File: src/common/eecc_pkg.sv
// Constants, register map and field layout of the EEPROM command control block.
// Assumes a 100 MHz system clock; included by both design modules.
package eecc_pkg;
  localparam logic [7:0] CMD_OFS   = 8'hB0;
  localparam logic [7:0] DATA_OFS  = 8'hB4;
  localparam logic [7:0] STAT_OFS  = 8'hB8;
  localparam logic [7:0] CLR_OFS   = 8'hBC;
  localparam logic [7:0] IEN_OFS   = 8'hC0;
  localparam logic [7:0] MACLO_OFS = 8'hC4;
  localparam logic [7:0] MACHI_OFS = 8'hC8;
  localparam int BUSY_BIT = 31;
  localparam int OP_LSB   = 28;
  localparam int OP_W     = 3;
  localparam int ADDR_W   = 8;
  localparam int DATA_W   = 8;
  localparam logic [2:0] OP_READ   = 3'h0;
  localparam logic [2:0] OP_WRITE  = 3'h3;
  localparam logic [2:0] OP_WRAL   = 3'h4;
  localparam logic [2:0] OP_RELOAD = 3'h7;
  localparam int EV_DONE = 0;
  localparam int EV_TMO  = 1;
  localparam int EV_LOAD = 2;
  localparam int EV_W    = 3;
  localparam logic [7:0] LOAD_BASE  = 8'h01;
  localparam logic [2:0] LOAD_LAST  = 3'h5;
  localparam logic [2:0] RESET_OP   = 3'h0;
  localparam int CLK_PERIOD_NS  = 10;
  localparam int SCK_HALF_NS    = 500;
  localparam int SCK_HALF_CYC   = (SCK_HALF_NS + CLK_PERIOD_NS - 1) / CLK_PERIOD_NS;
  localparam int TIMEOUT_US     = 1000;
  localparam int TIMEOUT_CYC    = TIMEOUT_US * 1000 / CLK_PERIOD_NS;
  localparam int WAIT_SETTLE_CYC = 8;
endpackage

File: src/common/eecc_if.sv
// Command channel between the register controller and the serial engine.
// Assumes both ends run on sys_clk.
`timescale 1ns/1ns
`default_nettype none
interface eecc_if;
  logic       start;
  logic [2:0] op;
  logic [7:0] addr;
  logic [7:0] wdata;
  logic [7:0] rdata;
  logic       done;
  logic       timed_out;
  modport ctrl (output start, op, addr, wdata, input rdata, done, timed_out);
  modport eng  (input start, op, addr, wdata, output rdata, done, timed_out);
endinterface
`default_nettype wire

File: src/core/eecc_engine.sv
// Serial EEPROM engine: shifts a start bit, opcode, address and data out,
// shifts read data in, and waits for the ready level after a write.
// Assumes the EEPROM data pin is asynchronous and start comes only when idle.
`timescale 1ns/1ns
`default_nettype none
module eecc_engine
  import eecc_pkg::*;
#(
  parameter int TIMEOUT_CYCLES = TIMEOUT_CYC,
  parameter int HALF_CYCLES    = SCK_HALF_CYC
) (
  input  wire logic sys_clk,
  input  wire logic reset,
  eecc_if.eng       cmd,
  output logic      eeprom_cs,
  output logic      eeprom_sck,
  output logic      eeprom_dout,
  input  wire logic eeprom_din
);
  typedef enum logic [2:0] {E_IDLE, E_SHIFT, E_RDATA, E_GAP, E_WAIT, E_FIN} eecc_est_t;
  typedef struct packed {
    eecc_est_t   st;
    logic [15:0] div;
    logic [4:0]  bitn;
    logic [19:0] sh;
    logic [7:0]  rx;
    logic [31:0] tmo;
    logic        cs, sck, dout, s1, s2, s3, din, done, tflag;
  } eecc_eng_t;
  eecc_eng_t q, n;
  logic tick;

  always_comb begin
    n = q;
    n.done = 1'b0;
    n.s1 = eeprom_din;
    n.s2 = q.s1;
    n.s3 = q.s2;
    if (q.s2 == q.s3) begin
      n.din = q.s3;
    end
    tick = (q.div == 16'(HALF_CYCLES - 1));
    n.div = tick ? 16'h0000 : q.div + 16'h0001;
    unique case (q.st)
      E_IDLE: begin
        if (cmd.start) begin
          n.sh = {1'b1, cmd.op, cmd.addr, cmd.wdata};
          n.bitn = (cmd.op == OP_WRITE || cmd.op == OP_WRAL) ? 5'h14 : 5'h0C;
          n.cs = 1'b1;
          n.dout = 1'b1;
          n.div = 16'h0000;
          n.tflag = 1'b0;
          n.st = E_SHIFT;
        end
      end
      E_SHIFT: if (tick) begin
        if (!q.sck) begin
          n.sck = 1'b1;
        end else begin
          n.sck = 1'b0;
          n.sh = {q.sh[18:0], 1'b0};
          n.dout = q.sh[18];
          n.bitn = q.bitn - 5'h01;
          if (q.bitn == 5'h01) begin
            n.dout = 1'b0;
            if (cmd.op == OP_READ) begin
              n.bitn = 5'h08;
              n.st = E_RDATA;
            end else begin
              n.cs = 1'b0;
              n.st = E_GAP;
            end
          end
        end
      end
      E_RDATA: if (tick) begin
        if (!q.sck) begin
          n.sck = 1'b1;
          n.rx = {q.rx[6:0], q.din};
          n.bitn = q.bitn - 5'h01;
        end else begin
          n.sck = 1'b0;
          if (q.bitn == 5'h00) begin
            n.st = E_FIN;
          end
        end
      end
      E_GAP: if (tick) begin
        n.cs = 1'b1;
        n.tmo = 32'h0000_0000;
        n.st = E_WAIT;
      end
      E_WAIT: begin
        n.tmo = q.tmo + 32'h0000_0001;
        // Ignore the line until the synchroniser has flushed its level from before the select
        if (q.din && q.tmo >= 32'(WAIT_SETTLE_CYC)) begin
          n.st = E_FIN;
        end else if (q.tmo == 32'(TIMEOUT_CYCLES - 1)) begin
          n.tflag = 1'b1;
          n.st = E_FIN;
        end
      end
      E_FIN: begin
        n.cs = 1'b0;
        n.sck = 1'b0;
        n.done = 1'b1;
        n.st = E_IDLE;
      end
    endcase
  end

  always_ff @(posedge sys_clk) begin
    if (reset) begin
      q <= '0;
    end else begin
      q <= n;
    end
  end

  assign cmd.done      = q.done;
  assign cmd.timed_out = q.tflag;
  assign cmd.rdata     = q.rx;
  assign eeprom_cs     = q.cs;
  assign eeprom_sck    = q.sck;
  assign eeprom_dout   = q.dout;
endmodule
`default_nettype wire

File: src/core/eecc_top.sv
// EEPROM command control: command and data registers, busy handshake,
// station address load after reset, interrupt status.
// Assumes a one-cycle register port master on sys_clk and a serial EEPROM on the pins.
// Notes on behaviour
// - Writing one to the busy bit starts the selected operation at the address in the same register; a reload ignores the address.
// - Busy stays set while the operation runs, and for a read clears only once the data register holds the result.
// - A write to an absent EEPROM keeps busy set until the timeout expires, and then busy clears.
// - After reset busy reads as one while the station address loads, and clears when the load ends either way.
//
// Implementation choice: the strobed register port.
`timescale 1ns/1ns
`default_nettype none
module eecc_top
  import eecc_pkg::*;
#(
  parameter int TIMEOUT_CYCLES = TIMEOUT_CYC
) (
  input  wire logic        sys_clk,
  input  wire logic        reset,
  input  wire logic [7:0]  reg_addr,
  input  wire logic [31:0] reg_wdata,
  input  wire logic        reg_wr,
  input  wire logic        reg_rd,
  output logic      [31:0] reg_rdata,
  output logic             irq,
  output logic      [47:0] station_addr,
  output logic             station_valid,
  output logic             eeprom_cs,
  output logic             eeprom_sck,
  output logic             eeprom_dout,
  input  wire logic        eeprom_din
);
  typedef enum logic [1:0] {T_ISSUE, T_LOAD, T_IDLE, T_RUN} eecc_tst_t;
  typedef struct packed {
    eecc_tst_t       st;
    logic            busy;
    logic [2:0]      op;
    logic [7:0]      addr;
    logic [7:0]      data;
    logic [EV_W-1:0] stat;
    logic [EV_W-1:0] ien;
    logic [47:0]     mac;
    logic            mac_ok;
    logic [2:0]      idx;
    logic            start;
    logic [31:0]     rdata;
  } eecc_top_t;
  eecc_top_t q, n;
  eecc_if bus ();
  logic            cmd_wr;
  logic            load_phase;
  logic [EV_W-1:0] ev;
  logic [EV_W-1:0] clr;

  assign cmd_wr = reg_wr && (reg_addr == CMD_OFS);

  always_comb begin
    n = q;
    n.start = 1'b0;
    n.rdata = 32'h0000_0000;
    ev = '0;
    clr = (reg_wr && reg_addr == CLR_OFS) ? reg_wdata[EV_W-1:0] : '0;
    unique case (q.st)
      T_ISSUE: begin
        n.start = 1'b1;
        n.st = T_LOAD;
      end
      T_LOAD: if (bus.done) begin
        n.mac[q.idx*8 +: 8] = bus.rdata;
        n.idx = q.idx + 3'h1;
        n.st = T_ISSUE;
        if (bus.timed_out) begin
          n.mac_ok = 1'b0;
        end
        if (q.idx == LOAD_LAST || bus.timed_out) begin
          n.busy = 1'b0;
          n.st = T_IDLE;
          ev[EV_LOAD] = 1'b1;
        end
      end
      T_IDLE: begin
        if (cmd_wr) begin
          n.op = reg_wdata[OP_LSB +: OP_W];
          n.addr = reg_wdata[ADDR_W-1:0];
          if (reg_wdata[BUSY_BIT]) begin
            n.busy = 1'b1;
            if (reg_wdata[OP_LSB +: OP_W] == OP_RELOAD) begin
              n.idx = 3'h0;
              n.mac_ok = 1'b1;
              n.st = T_ISSUE;
            end else begin
              n.start = 1'b1;
              n.st = T_RUN;
            end
          end
        end
        if (reg_wr && reg_addr == DATA_OFS) begin
          n.data = reg_wdata[DATA_W-1:0];
        end
      end
      T_RUN: if (bus.done) begin
        n.busy = 1'b0;
        n.st = T_IDLE;
        if (q.op == OP_READ) begin
          n.data = bus.rdata;
        end
        ev[EV_DONE] = 1'b1;
        ev[EV_TMO] = bus.timed_out;
      end
    endcase
    if (reg_wr && reg_addr == IEN_OFS) begin
      n.ien = reg_wdata[EV_W-1:0];
    end
    n.stat = (q.stat & ~clr) | ev;
    if (reg_rd) begin
      unique case (reg_addr)
        CMD_OFS:   n.rdata = {q.busy, q.op, 20'h00000, q.addr};
        DATA_OFS:  n.rdata = {24'h000000, q.data};
        STAT_OFS:  n.rdata = {29'h00000000, q.stat};
        IEN_OFS:   n.rdata = {29'h00000000, q.ien};
        MACLO_OFS: n.rdata = q.mac[31:0];
        MACHI_OFS: n.rdata = {q.mac_ok, 15'h0000, q.mac[47:32]};
        default:   n.rdata = 32'h0000_0000;
      endcase
    end
  end

  always_ff @(posedge sys_clk) begin
    if (reset) begin
      q <= '0;
      q.st <= T_ISSUE;
      q.busy <= 1'b1;
      q.mac_ok <= 1'b1;
      q.op <= RESET_OP;
    end else begin
      q <= n;
    end
  end

  assign bus.start     = q.start;
  // Load frames read the station bytes without disturbing the host's command fields
  assign load_phase    = (q.st == T_ISSUE) || (q.st == T_LOAD);
  assign bus.op        = load_phase ? OP_READ : q.op;
  assign bus.addr      = load_phase ? LOAD_BASE + {5'h00, q.idx} : q.addr;
  assign bus.wdata     = q.data;
  assign reg_rdata     = q.rdata;
  assign irq           = |(q.stat & q.ien);
  assign station_addr  = q.mac;
  assign station_valid = q.mac_ok && !q.busy;

  eecc_engine #(
    .TIMEOUT_CYCLES (TIMEOUT_CYCLES),
    .HALF_CYCLES    (SCK_HALF_CYC)
  ) u_engine (
    .sys_clk     (sys_clk),
    .reset       (reset),
    .cmd         (bus),
    .eeprom_cs   (eeprom_cs),
    .eeprom_sck  (eeprom_sck),
    .eeprom_dout (eeprom_dout),
    .eeprom_din  (eeprom_din)
  );
endmodule
`default_nettype wire

File: config.mk
export PLATFORM = sky130hd
export DESIGN_NAME = eecc_top
export DESIGN_NICKNAME = d
export VERILOG_FILES = /design/src/common/eecc_pkg.sv /design/src/common/eecc_if.sv /design/src/core/eecc_engine.sv /design/src/core/eecc_top.sv
export SDC_FILE = /design/constraint.sdc
export NUM_CORES = 1
export LEC_CHECK = 0
export BUFFER_PORTS_ARGS = -buffer_cell sky130_fd_sc_hd__clkbuf_2
export CORE_MARGIN = 1.5
export CORE_UTILIZATION = 25
export CTS_BUF_LIST = sky130_fd_sc_hd__clkbuf_8
export DETAILED_ROUTE_END_ITERATION = 10
export GPL_TIMING_DRIVEN = 1
export PLACE_DENSITY_LB_ADDON = 0.15
export SLEW_MARGIN = 10
export SYNTH_ARGS = -nofsm -noshare
export SYNTH_HDL_FRONTEND = slang
export SYNTH_SLANG_ARGS = --single-unit
File: constraint.sdc
create_clock -name sys_clk -period 3.9 [get_ports sys_clk]
set_input_delay 0.195 -clock sys_clk [delete_from_list [all_inputs] [get_ports sys_clk]]
set_output_delay 0.195 -clock sys_clk [all_outputs]
set_load 0.01 [all_outputs]
==> metrics.txt, run 1 <==
status=finished, final reports clean; Worst Setup End Kind=flip-flop; Final #Nets=1,259; #FFs+latches synth=205; routed length on met3=1270 µm; critical path's slowest cell=dfxtp_1; GRT overflow=0; Cells after Synth=1,184; die area=40,500 µm²; commonest non-fill, non-tap cell in the layout=dfxtp_1; Buf/Inv on CP=2; setup TNS=0 ns; core area=38,700 µm²; CTS root buf=clkbuf_8; R2R Setup Slk=1.18 ns; Max Freq=368 MHz; Async S/R FF share, synth=0%; PD cells=399 nW/µm²; Die Y=201 µm; Leakage Power=3.92 nW; io pins=130; final setup fails=0; VDD IR max=153 µV; RSZ-0062 raised after global routing=false; Initial Util=25.4%; TritonCTS clock tree=yes; CTS buffer count=40; crit path kind=reg2reg; Worst Hold Launch=reg_wr; Max Slew Vio Count=0; register area share after synthesis=41.7%; Tmin final=2.72 ns; layout cell share with drive strength beyond 1=17.2%; DR top layer=met4; Synthesized Nets=1,240; pin count of the biggest net entering global routing=58; Num Clock Sinks=205; Worst EP arrival=3.11 ns; Final period util=69.7%; htree depth=2; Rel. slew slack=24.5%; most used cell, CP=ha_1; Worst Path Required=4.29 ns; origin of the critical flop-to-flop path=q[33]; Mapped Area=9830 µm²; Routed Antenna Nets=0; worst-margin pin slew=1.13 ns; hold crit path type=in2reg; Worst Setup SP=q[33]; via/cell ratio=4.75; worst slack, placed=1.20 ns; Post-Layout Inst Area=11,200 µm²; WL met1=13,600 µm; Post-synth EDFFs=0; DR iter-0 viols=480; most frequent cells in the layout=205 x dfxtp_1, 122 x nand2_1, 113 x nor2_1, 111 x a21oi_1, 108 x clkbuf_2; Routed met2 length=13,700 µm; final weighted congestion in routability-driven placement=0.803; FILL cells=4,243; Synth Area per Inst=8.31 µm²; Clock Skews=0.0343 ns; post-cts repair resize count=0; number of diodes=0; DIE WIDTH=201 µm; Wirelength per Cell=16.7 µm; via count=8,306; Post-CTS Setup Inserts=0; # hold bufs at CTS=13; HPWL Detailed=19,700 µm; YS warnings=0; first-pass GRT wire length=45,700 µm; final hold vios=0; Port Buffers=109; Layout area overhead=13.5%; initial antenna violation count=0; final worst slack=1.18 ns; DRC viols=0; area post-placement=10,200 µm²; ys flop type=dfxtp_1; CP max FO=20; synth unique cells=72; worst-skew pair later-pin latency=0.56 ns; Core Rows=72; Crit path max-delay family=simple AND/OR/NAND/NOR gates; CP Cell Sequence=inv_1 -> ha_1 -> ha_1 -> nor2b_1 -> buf_4 -> nand4_1 -> mux2i_1 -> nor2_1; GRT Total Usage=14.1%; total of max-cap violations=0; crit-path max cell delay=0.70 ns; Worst-path clk slew=0.06 ns; vias in the first global route=7,991; clk buf depth=3; drt total wl=29,200 µm; CP Launch Type=flip-flop; drt first pass iters=5
final timing paths:
path / end / cells past startpoint
worst min register to register: u_engine.q[2] / 2
worst min-delay path: q[36] / 3
worst max register to register: station_addr[13] / 8
worst max-delay path: station_addr[13] / 8
worst min-delay path, stage by stage:
cell      delay, ns
clkbuf_2       0.18
nand4_1        0.14
nand2_1        0.06
where the power goes:
| group | switching (W) | internal [W] |
|---|---|---|
| sequential | 0.0000180 | 0.00212 |
| clock | 0.000952 | 0.00122 |
| combinational | 0.0000970 | 0.0000557 |
| total | 0.00107 | 0.00339 |
metal layers:
layer	GRT usage [%]	vias to the layer above
met2	23.2	157
met1	18.6	3947
met3	2.87	48
met4	4.37	0
met5	0	-
li1	-	4154
stage by stage:
stage	power (W)	hold WS (ns)	util, %	cells
final	0.00446	0.0708	28.8	1748
after global routing	0.00466	0.0514	28.8	1748
after CTS	0.00456	0.0127	28.8	1748
after detailed placement	0.00232	0.415	26.4	1666
after global placement	0.00232	0.412	26.4	1666
after floorplan	0.00227	0.323	-	1184
layout make-up:
type	instances	area (µm²)	area share [%]
multi-input cells	800	4730	42.4
clock buffers	50	688	6.17
inverters	18	67.6	0.605
well taps	518	648	5.81
repair buffers	138	798	7.15
clock inverters	19	121	1.09
flip-flops and latches	205	4100	36.8
logic make-up (layout without fill, tap and decap cells):
family / count (synthesis) / after routing / share of synthesized area (%)
AOI/OAI and AO/OA: 242 / 242 / 15.8
xor gates and xnor gates: 17 / 17 / 1.51
adders and majority gates: 11 / 11 / 1.40
buffers and inverters: 179 / 225 / 10.2
DFF: 205 / 205 / 41.7
muxes: 43 / 43 / 4.42
and+or+nand+nor: 487 / 487 / 24.9
state kept, by name, summed over array words and instances (netlist names), 2 cells and up:
name                count
q                      24
u_engine.q             77
reg_rdata              32
station_addr           48
u_engine.n              2
u_engine.cmd.rdata      8
bus.wdata               8
synth_stat cells (8+ instances only):
library cell  instances  area share, %
or2_2                13           0.83
a311oi_1             25            2.2
ha_1                 11            1.4
a211oi_1              9           0.69
nor4_1               12           0.76
dfxtp_1             205             42
xor2_1                9           0.80
buf_1                11           0.42
a22oi_1              26            2.0
buf_4                81            6.2
nand3_1              79            4.0
a21oi_1             111            5.6
buf_2                12           0.61
and3_1               11           0.70
or3_1                21            1.3
and2_1               16            1.0
xnor2_1               8           0.71
inv_1                18           0.69
nand2_1             122            4.7
mux2i_1              40            4.1
clkbuf_1             55            2.1
o211ai_1             13           0.99
nor3_1               17           0.87
nor2_1              113            4.3
nor2b_1              21            1.3
o21ai_0              20            1.0
nand4_1              19            1.2
(Power assumes the default switching activity.)
==> run 2: changes to the inputs <==
--- a/config.mk
+++ b/config.mk
@@ -5,6 +5,7 @@
 export SDC_FILE = /design/constraint.sdc
 export NUM_CORES = 1
 export LEC_CHECK = 0
+export ABC_AREA = 1
 export BUFFER_PORTS_ARGS = -buffer_cell sky130_fd_sc_hd__clkbuf_2
 export CORE_MARGIN = 1.5
 export CORE_UTILIZATION = 25
==> constraint.sdc (replaced) <==
create_clock -name sys_clk -period 2.2 [get_ports sys_clk]
set_input_delay 0.11 -clock sys_clk [delete_from_list [all_inputs] [get_ports sys_clk]]
set_output_delay 0.11 -clock sys_clk [all_outputs]
set_load 0.01 [all_outputs]
==> metrics.txt, run 2 <==
status=finished, final reports clean; DRC viols=0 (unchanged); Mapped Area=10,200 µm² (+3.4%); most frequent cells in the layout=299 x nand2_1, 239 x nor2_1, 205 x dfxtp_1, 162 x inv_1, 149 x o21ai_0; crit path kind=reg2reg; Clock Skews=0.0257 ns (-0.00868 ns); PD cells=798 nW/µm² (+100%); synth unique cells=40 (-44%); Routed Antenna Nets=0 (unchanged); pin count of the biggest net entering global routing=72 (+24%); FILL cells=4,470 (+5.3%); HPWL Detailed=22,800 µm (+16%); GRT Total Usage=15.1% (+0.95 points); RSZ-0062 raised after global routing=false; commonest non-fill, non-tap cell in the layout=nand2_1; Worst Path Required=2.71 ns (-1.58 ns); Max Freq=497 MHz (+35%); Worst-path clk slew=0.06 ns (about the same); Tmin final=2.01 ns (-0.709 ns); WHS Endpoint=reg_rdata[30]; Final period util=91.4% (+22 points); clk buf depth=3 (unchanged); Most flops, register=u_engine.q; Cells after Synth=1,492 (+26%); #FFs+latches synth=205 (unchanged); CP Launch Type=flip-flop; die area=41,900 µm² (+3.3%); hold crit path type=in2reg; DIE WIDTH=205 µm (+1.6%); Worst R2R End=station_addr[6]; YS warnings=0 (unchanged); Post-CTS Setup Inserts=0 (unchanged); CTS root buf=clkbuf_8; drt first pass iters=5 (unchanged); total of max-cap violations=0 (unchanged); max reg flops=77 (unchanged); via count=9,424 (+13%); setup TNS=0 ns (unchanged); Num Clock Sinks=205 (unchanged); TritonCTS clock tree=yes; Synthesized Nets=1,548 (+25%); layout cell share with drive strength beyond 1=14.6% (-2.6 points); Core Rows=73 (+1.4%); worst-skew pair later-pin latency=0.58 ns (+0.02 ns); drt total wl=31,300 µm (+7.4%); Port Buffers=109 (unchanged); core area=39,900 µm² (+3.0%); Synth Area per Inst=6.81 µm² (-18%); worst-margin pin slew=0.687 ns (-0.444 ns); top cells by count, synth=299 x nand2_1, 240 x nor2_1, 205 x dfxtp_1; Worst EP arrival=2.52 ns (-0.59 ns); vias in the first global route=8,866 (+11%); Async S/R FF share, synth=0% (unchanged); number of diodes=0 (unchanged); VDD IR max=320 µV (+110%); via/cell ratio=4.44 (-6.6%); Leakage Power=4.85 nW (+24%); DR iter-0 viols=517 (+7.7%); io pins=130 (unchanged); CP max FO=16 (-20%); most common cell in the netlist=nand2_1; final setup fails=0 (unchanged); initial antenna violation count=0 (unchanged); Worst Hold Launch=reset; CTS buffer count=42 (+5.0%); Layout area overhead=16.3%; Final #Nets=1,627 (+29%); final hold vios=0 (unchanged); register area share after synthesis=40.4% (-1.4 points); final weighted congestion in routability-driven placement=0.800 (-0.31%); Worst Setup End Kind=flip-flop; GRT overflow=0 (unchanged); dominant cell type by area after synthesis=dfxtp_1; Max Slew Vio Count=0 (unchanged); htree depth=2 (unchanged); Pwr Total=0.00944 W (+110%); area of the multi-input gates=4640 µm² (-1.9%); Register-to-Register Path Depth=9 (+1); Die Y=205 µm (+1.6%); Post-synth EDFFs=0 (unchanged); R2R Setup Slk=0.19 ns (-0.99 ns); Rel. slew slack=54.2% (+30 points); cell depth of the worst hold path=4 (+1); Wirelength per Cell=14.8 µm (-12%); ys flop type=dfxtp_1; top cell type's share of synthesized area=40.4% (-1.4 points); Seq. cell area=4100 µm² (unchanged); Initial Util=25.5% (+0.082 points); origin of the critical flop-to-flop path=q[34]; most area-consuming cells after synthesis=dfxtp_1 40%, nand2_1 11%, nor2_1 8.9%, o21ai_0 7.3%, a21oi_1 7.0%; first-pass GRT wire length=49,400 µm (+8.1%)
==> run 2: cell types whose count changed in the layout (fill, tap and decap cells not counted), moves of 24 or more <==
cell / delta
nor2_1: +126
a22oi_1: -24
inv_1: +132
a21oi_1: +32
mux2i_1: -40
o21ai_0: +129
a311oi_1: -25
nand2_1: +177
==> run 2: worst max path at each step <==
| stage | depth (start not counted) | end | startpoint |
|---|---|---|---|
| after global placement | 9 | station_addr[7] | q[34] |
| after detailed placement | 9 | station_addr[6] | q[34] |
| after CTS | 9 | station_addr[6] | q[34] |
| after global routing | 9 | station_addr[5] | q[34] |
| after floorplan | 10 | station_addr[6] | q[33] |
| final | 9 | station_addr[6] | q[34] |
==> run 2: logic make-up (layout without fill, tap and decap cells) <==
family,Yosys count,in the layout,share of synthesized area [%]
and+or+nand+nor,659,659,26.9
AOI/OAI and AO/OA,324,324,16.8
adders and majority gates,11,11,1.35
buffers and inverters,286,392,14.0
DFF,205,205,40.4
xor gates and xnor gates,7,7,0.603
==> run 2: final cells by class <==
type	instances	share of cell area (%)
Multi-Input combinational cell	1001	39.3
Sequential cell	205	34.7
Timing Repair Buffer	162	8.39
Clock buffer	53	6.17
Tap cell	525	5.56
Inverter	159	5.06
Clock inverter	18	0.857
==> run 2: what timing repair did <==
| action | 4_1_cts | 5_1_grt |
|---|---|---|
| gates resized for setup | 0 | 2 |
| endpoints found under the setup margin | 0 | 3 |
| hold buffers | 18 | 0 |
| hold endpoints to repair | 35 | 0 |
==> run 2: metal layers <==
metal | up-vias | wire length [µm] | global-route usage, %
li1 | 4905 | - | -
met1 | 4280 | 15300 | 20.8
met2 | 194 | 14000 | 23.8
met3 | 45 | 1490 | 2.56
met4 | 0 | 611 | 4.86
met5 | - | 0 | 0
==> run 2: stage by stage <==
step | worst slack [ns] | cells | cell area, µm² | hold WS [ns] | util (%)
6_report | 0.190 | 2123 | 11800 | 0.0775 | 29.6
5_1_grt | 0.0207 | 2123 | 11800 | 0.0683 | 29.6
4_1_cts | 0.158 | 2123 | 11800 | 0.0350 | 29.6
3_5_place_dp | 0.179 | 2034 | 10800 | 0.309 | 27.1
3_3_place_gp | 0.198 | 2034 | 10800 | 0.309 | 27.1
2_1_floorplan | 0.0150 | 1492 | 10200 | 0.217 | -
==> run 2: power breakdown <==
group	internal [W]	switching, W	leakage, nW
Combinational	0.000482	0.000937	2.72
Sequential	0.00388	0.000113	1.66
Clock	0.00226	0.00176	0.476
Total	0.00662	0.00281	4.85
==> run 2: worst max-delay path, cell delays in order, from the launching register on <==
cell	delay, ns
dfxtp_1	0.38
inv_1	0.09
ha_1	0.19
ha_1	0.33
inv_1	0.17
nand3_1	0.15
nor3_4	0.22
buf_6	0.18
o21ai_0	0.08
a21oi_1	0.15
==> run 3: changes to the inputs <==
--- a/config.mk
+++ b/config.mk
@@ -8,7 +8,7 @@
 export ABC_AREA = 1
 export BUFFER_PORTS_ARGS = -buffer_cell sky130_fd_sc_hd__clkbuf_2
 export CORE_MARGIN = 1.5
-export CORE_UTILIZATION = 25
+export CORE_UTILIZATION = 50
 export CTS_BUF_LIST = sky130_fd_sc_hd__clkbuf_8
 export DETAILED_ROUTE_END_ITERATION = 10
 export GPL_TIMING_DRIVEN = 1
==> metrics.txt, run 3 (synthesis results as in run 2) <==
status=finished, final reports clean; DRC viols=0 (unchanged); Final period util=90.5% (-0.86 points); first-pass GRT wire length=42,700 µm (-14%); Port Buffers=109 (unchanged); via/cell ratio=5.08 (+14%); initial antenna violation count=0 (unchanged); critical path's slowest cell=dfxtp_1; Initial Util=51.6% (+26 points); Worst Setup End Kind=flip-flop; Max Freq=502 MHz (+0.95%); PD cells=794 nW/µm² (-0.57%); number of diodes=0 (unchanged); DIE WIDTH=146 µm (-29%); Layout area overhead=11.6%; Routed Antenna Nets=0 (unchanged); CTS buffer count=37 (-12%); CP Launch Type=flip-flop; Most flops, register=u_engine.q; Max Slew Vio Count=0 (unchanged); Tmin final=1.99 ns (-0.0189 ns); Core Rows=51 (-30%); io pins=130 (unchanged); die area=21,200 µm² (-49%); Post-CTS Setup Inserts=0 (unchanged); clk buf depth=3 (unchanged); commonest non-fill, non-tap cell in the layout=nand2_1; htree depth=2 (unchanged); max reg flops=77 (unchanged); TritonCTS clock tree=yes; Num Clock Sinks=205 (unchanged); pin count of the biggest net entering global routing=132 (+83%); setup TNS=0 ns (unchanged); core area=19,700 µm² (-51%); vias in the first global route=8,653 (-2.4%); layout cell share with drive strength beyond 1=13.9% (-0.66 points); DR iter-0 viols=724 (+40%); CTS root buf=clkbuf_8; Worst EP arrival=2.45 ns (-0.07 ns); most frequent cells in the layout=298 x nand2_1, 240 x nor2_1, 205 x dfxtp_1, 159 x inv_1, 149 x o21ai_0; final weighted congestion in routability-driven placement=0.924 (+16%); area post-placement=10,400 µm² (-3.6%); Post-Layout Inst Area=11,300 µm² (-4.0%); drt total wl=25,900 µm (-17%); Leakage Power=4.76 nW (-1.9%); Die Y=146 µm (-29%); final setup fails=0 (unchanged); most used cell, CP=ha_1; final hold vios=0 (unchanged); RSZ-0062 raised after global routing=false; Worst Path Required=2.66 ns (-0.05 ns); Worst-path clk slew=0.06 ns (about the same); GRT Total Usage=24.3% (+9.2 points); Clock Skews=0.0100 ns (-0.0156 ns); drt first pass iters=5 (unchanged); HPWL Detailed=18,200 µm (-20%); worst-margin pin slew=0.671 ns (-0.0154 ns); crit-path max cell delay=0.37 ns (about the same); crit path kind=reg2reg; worst-skew pair later-pin latency=0.53 ns (-0.05 ns); via count=9,370 (-0.57%); total of max-cap violations=0 (unchanged); CP Cell Sequence=inv_1 -> ha_1 -> ha_1 -> nor2_1 -> nand2_4 -> nor3_4 -> buf_4 -> o21ai_0 -> a21oi_1; CP max FO=16 (unchanged); Rel. slew slack=55.1% (+0.92 points); Final #Nets=1,610 (-1.0%); GRT overflow=0 (unchanged); hold crit path type=in2reg; VDD IR max=580 µV (+81%); Wirelength per Cell=14.0 µm (-5.0%)
-- run 3: cell count changes in the layout (fill, tap and decap cells not counted) --
| cell | change |
|---|---|
| buf_4 | -11 |
| inv_1 | -3 |
| clkbuf_8 | -2 |
| dlygate4sd3_1 | -2 |
| buf_12 | +1 |
| bufinv_16 | -1 |
| nand2_1 | -1 |
| nand2_2 | +1 |
| nor2_1 | +1 |
| nor2_2 | -1 |
-- run 3: power by group --
group	internal (W)	switching [W]	leakage (nW)	total (W)
Clock	0.00205	0.00159	0.432	0.00364
Sequential	0.00388	0.000113	1.66	0.00399
Combinational	0.000473	0.000902	2.67	0.00138
-- run 3: worst max-delay path: cells and delay by family, from the launching register on --
kind,cells,cell delay (ns)
AO/OA/AOI/OAI,2,0.25
flip-flops,1,0.37
adder cells (fa/ha/maj),2,0.41
AND/OR/NAND/NOR,3,0.57
buffers and inverters,2,0.33
-- run 3: path summary, 6_finish.rpt --
path,from,to,slack [ns],cells after the start
worst max-delay path,q[34],station_addr[40],0.21,9
worst min register to register,u_engine.n[4],u_engine.n[3],0.41,2
worst max register to register,q[34],station_addr[40],0.21,9
worst min-delay path,reg_addr[2],q[90],0.08,4
-- run 3: timing repair --
action,CTS,global route
endpoints found under the hold margin,24,0
setup endpoints to repair,0,5
gates resized for setup,0,2
hold buffers,16,0
-- run 3: per-layer routing --
metal	global-route usage, %	share of wire (%)
met1	33.9	49
met4	7.81	2.2
met2	37.9	44
met5	0	0
met3	4.39	5.1
-- run 3: area by class of cell --
| cell class | instances | area, µm² |
|---|---|---|
| Timing Repair Buffer | 150 | 910 |
| Clock inverter | 14 | 60.1 |
| Fill cell | 1905 | 8370 |
| Multi-Input combinational cell | 1001 | 4640 |
| Inverter | 159 | 598 |
| Sequential cell | 205 | 4100 |
| Clock buffer | 51 | 702 |
| Tap cell | 265 | 332 |
-- run 3: stage by stage --
step	std cells	total power [W]	worst slack, ns	hold WS [ns]	utilization [%]
2_1_floorplan	1492	0.00510	0.0150	0.217	-
3_3_place_gp	1764	0.00539	0.221	0.321	52.8
3_5_place_dp	1764	0.00541	0.178	0.320	52.8
4_1_cts	1845	0.00908	0.162	0.0482	57.5
5_1_grt	1845	0.00948	0.00900	0.0988	57.5
6_report	1845	0.00900	0.209	0.0776	57.5
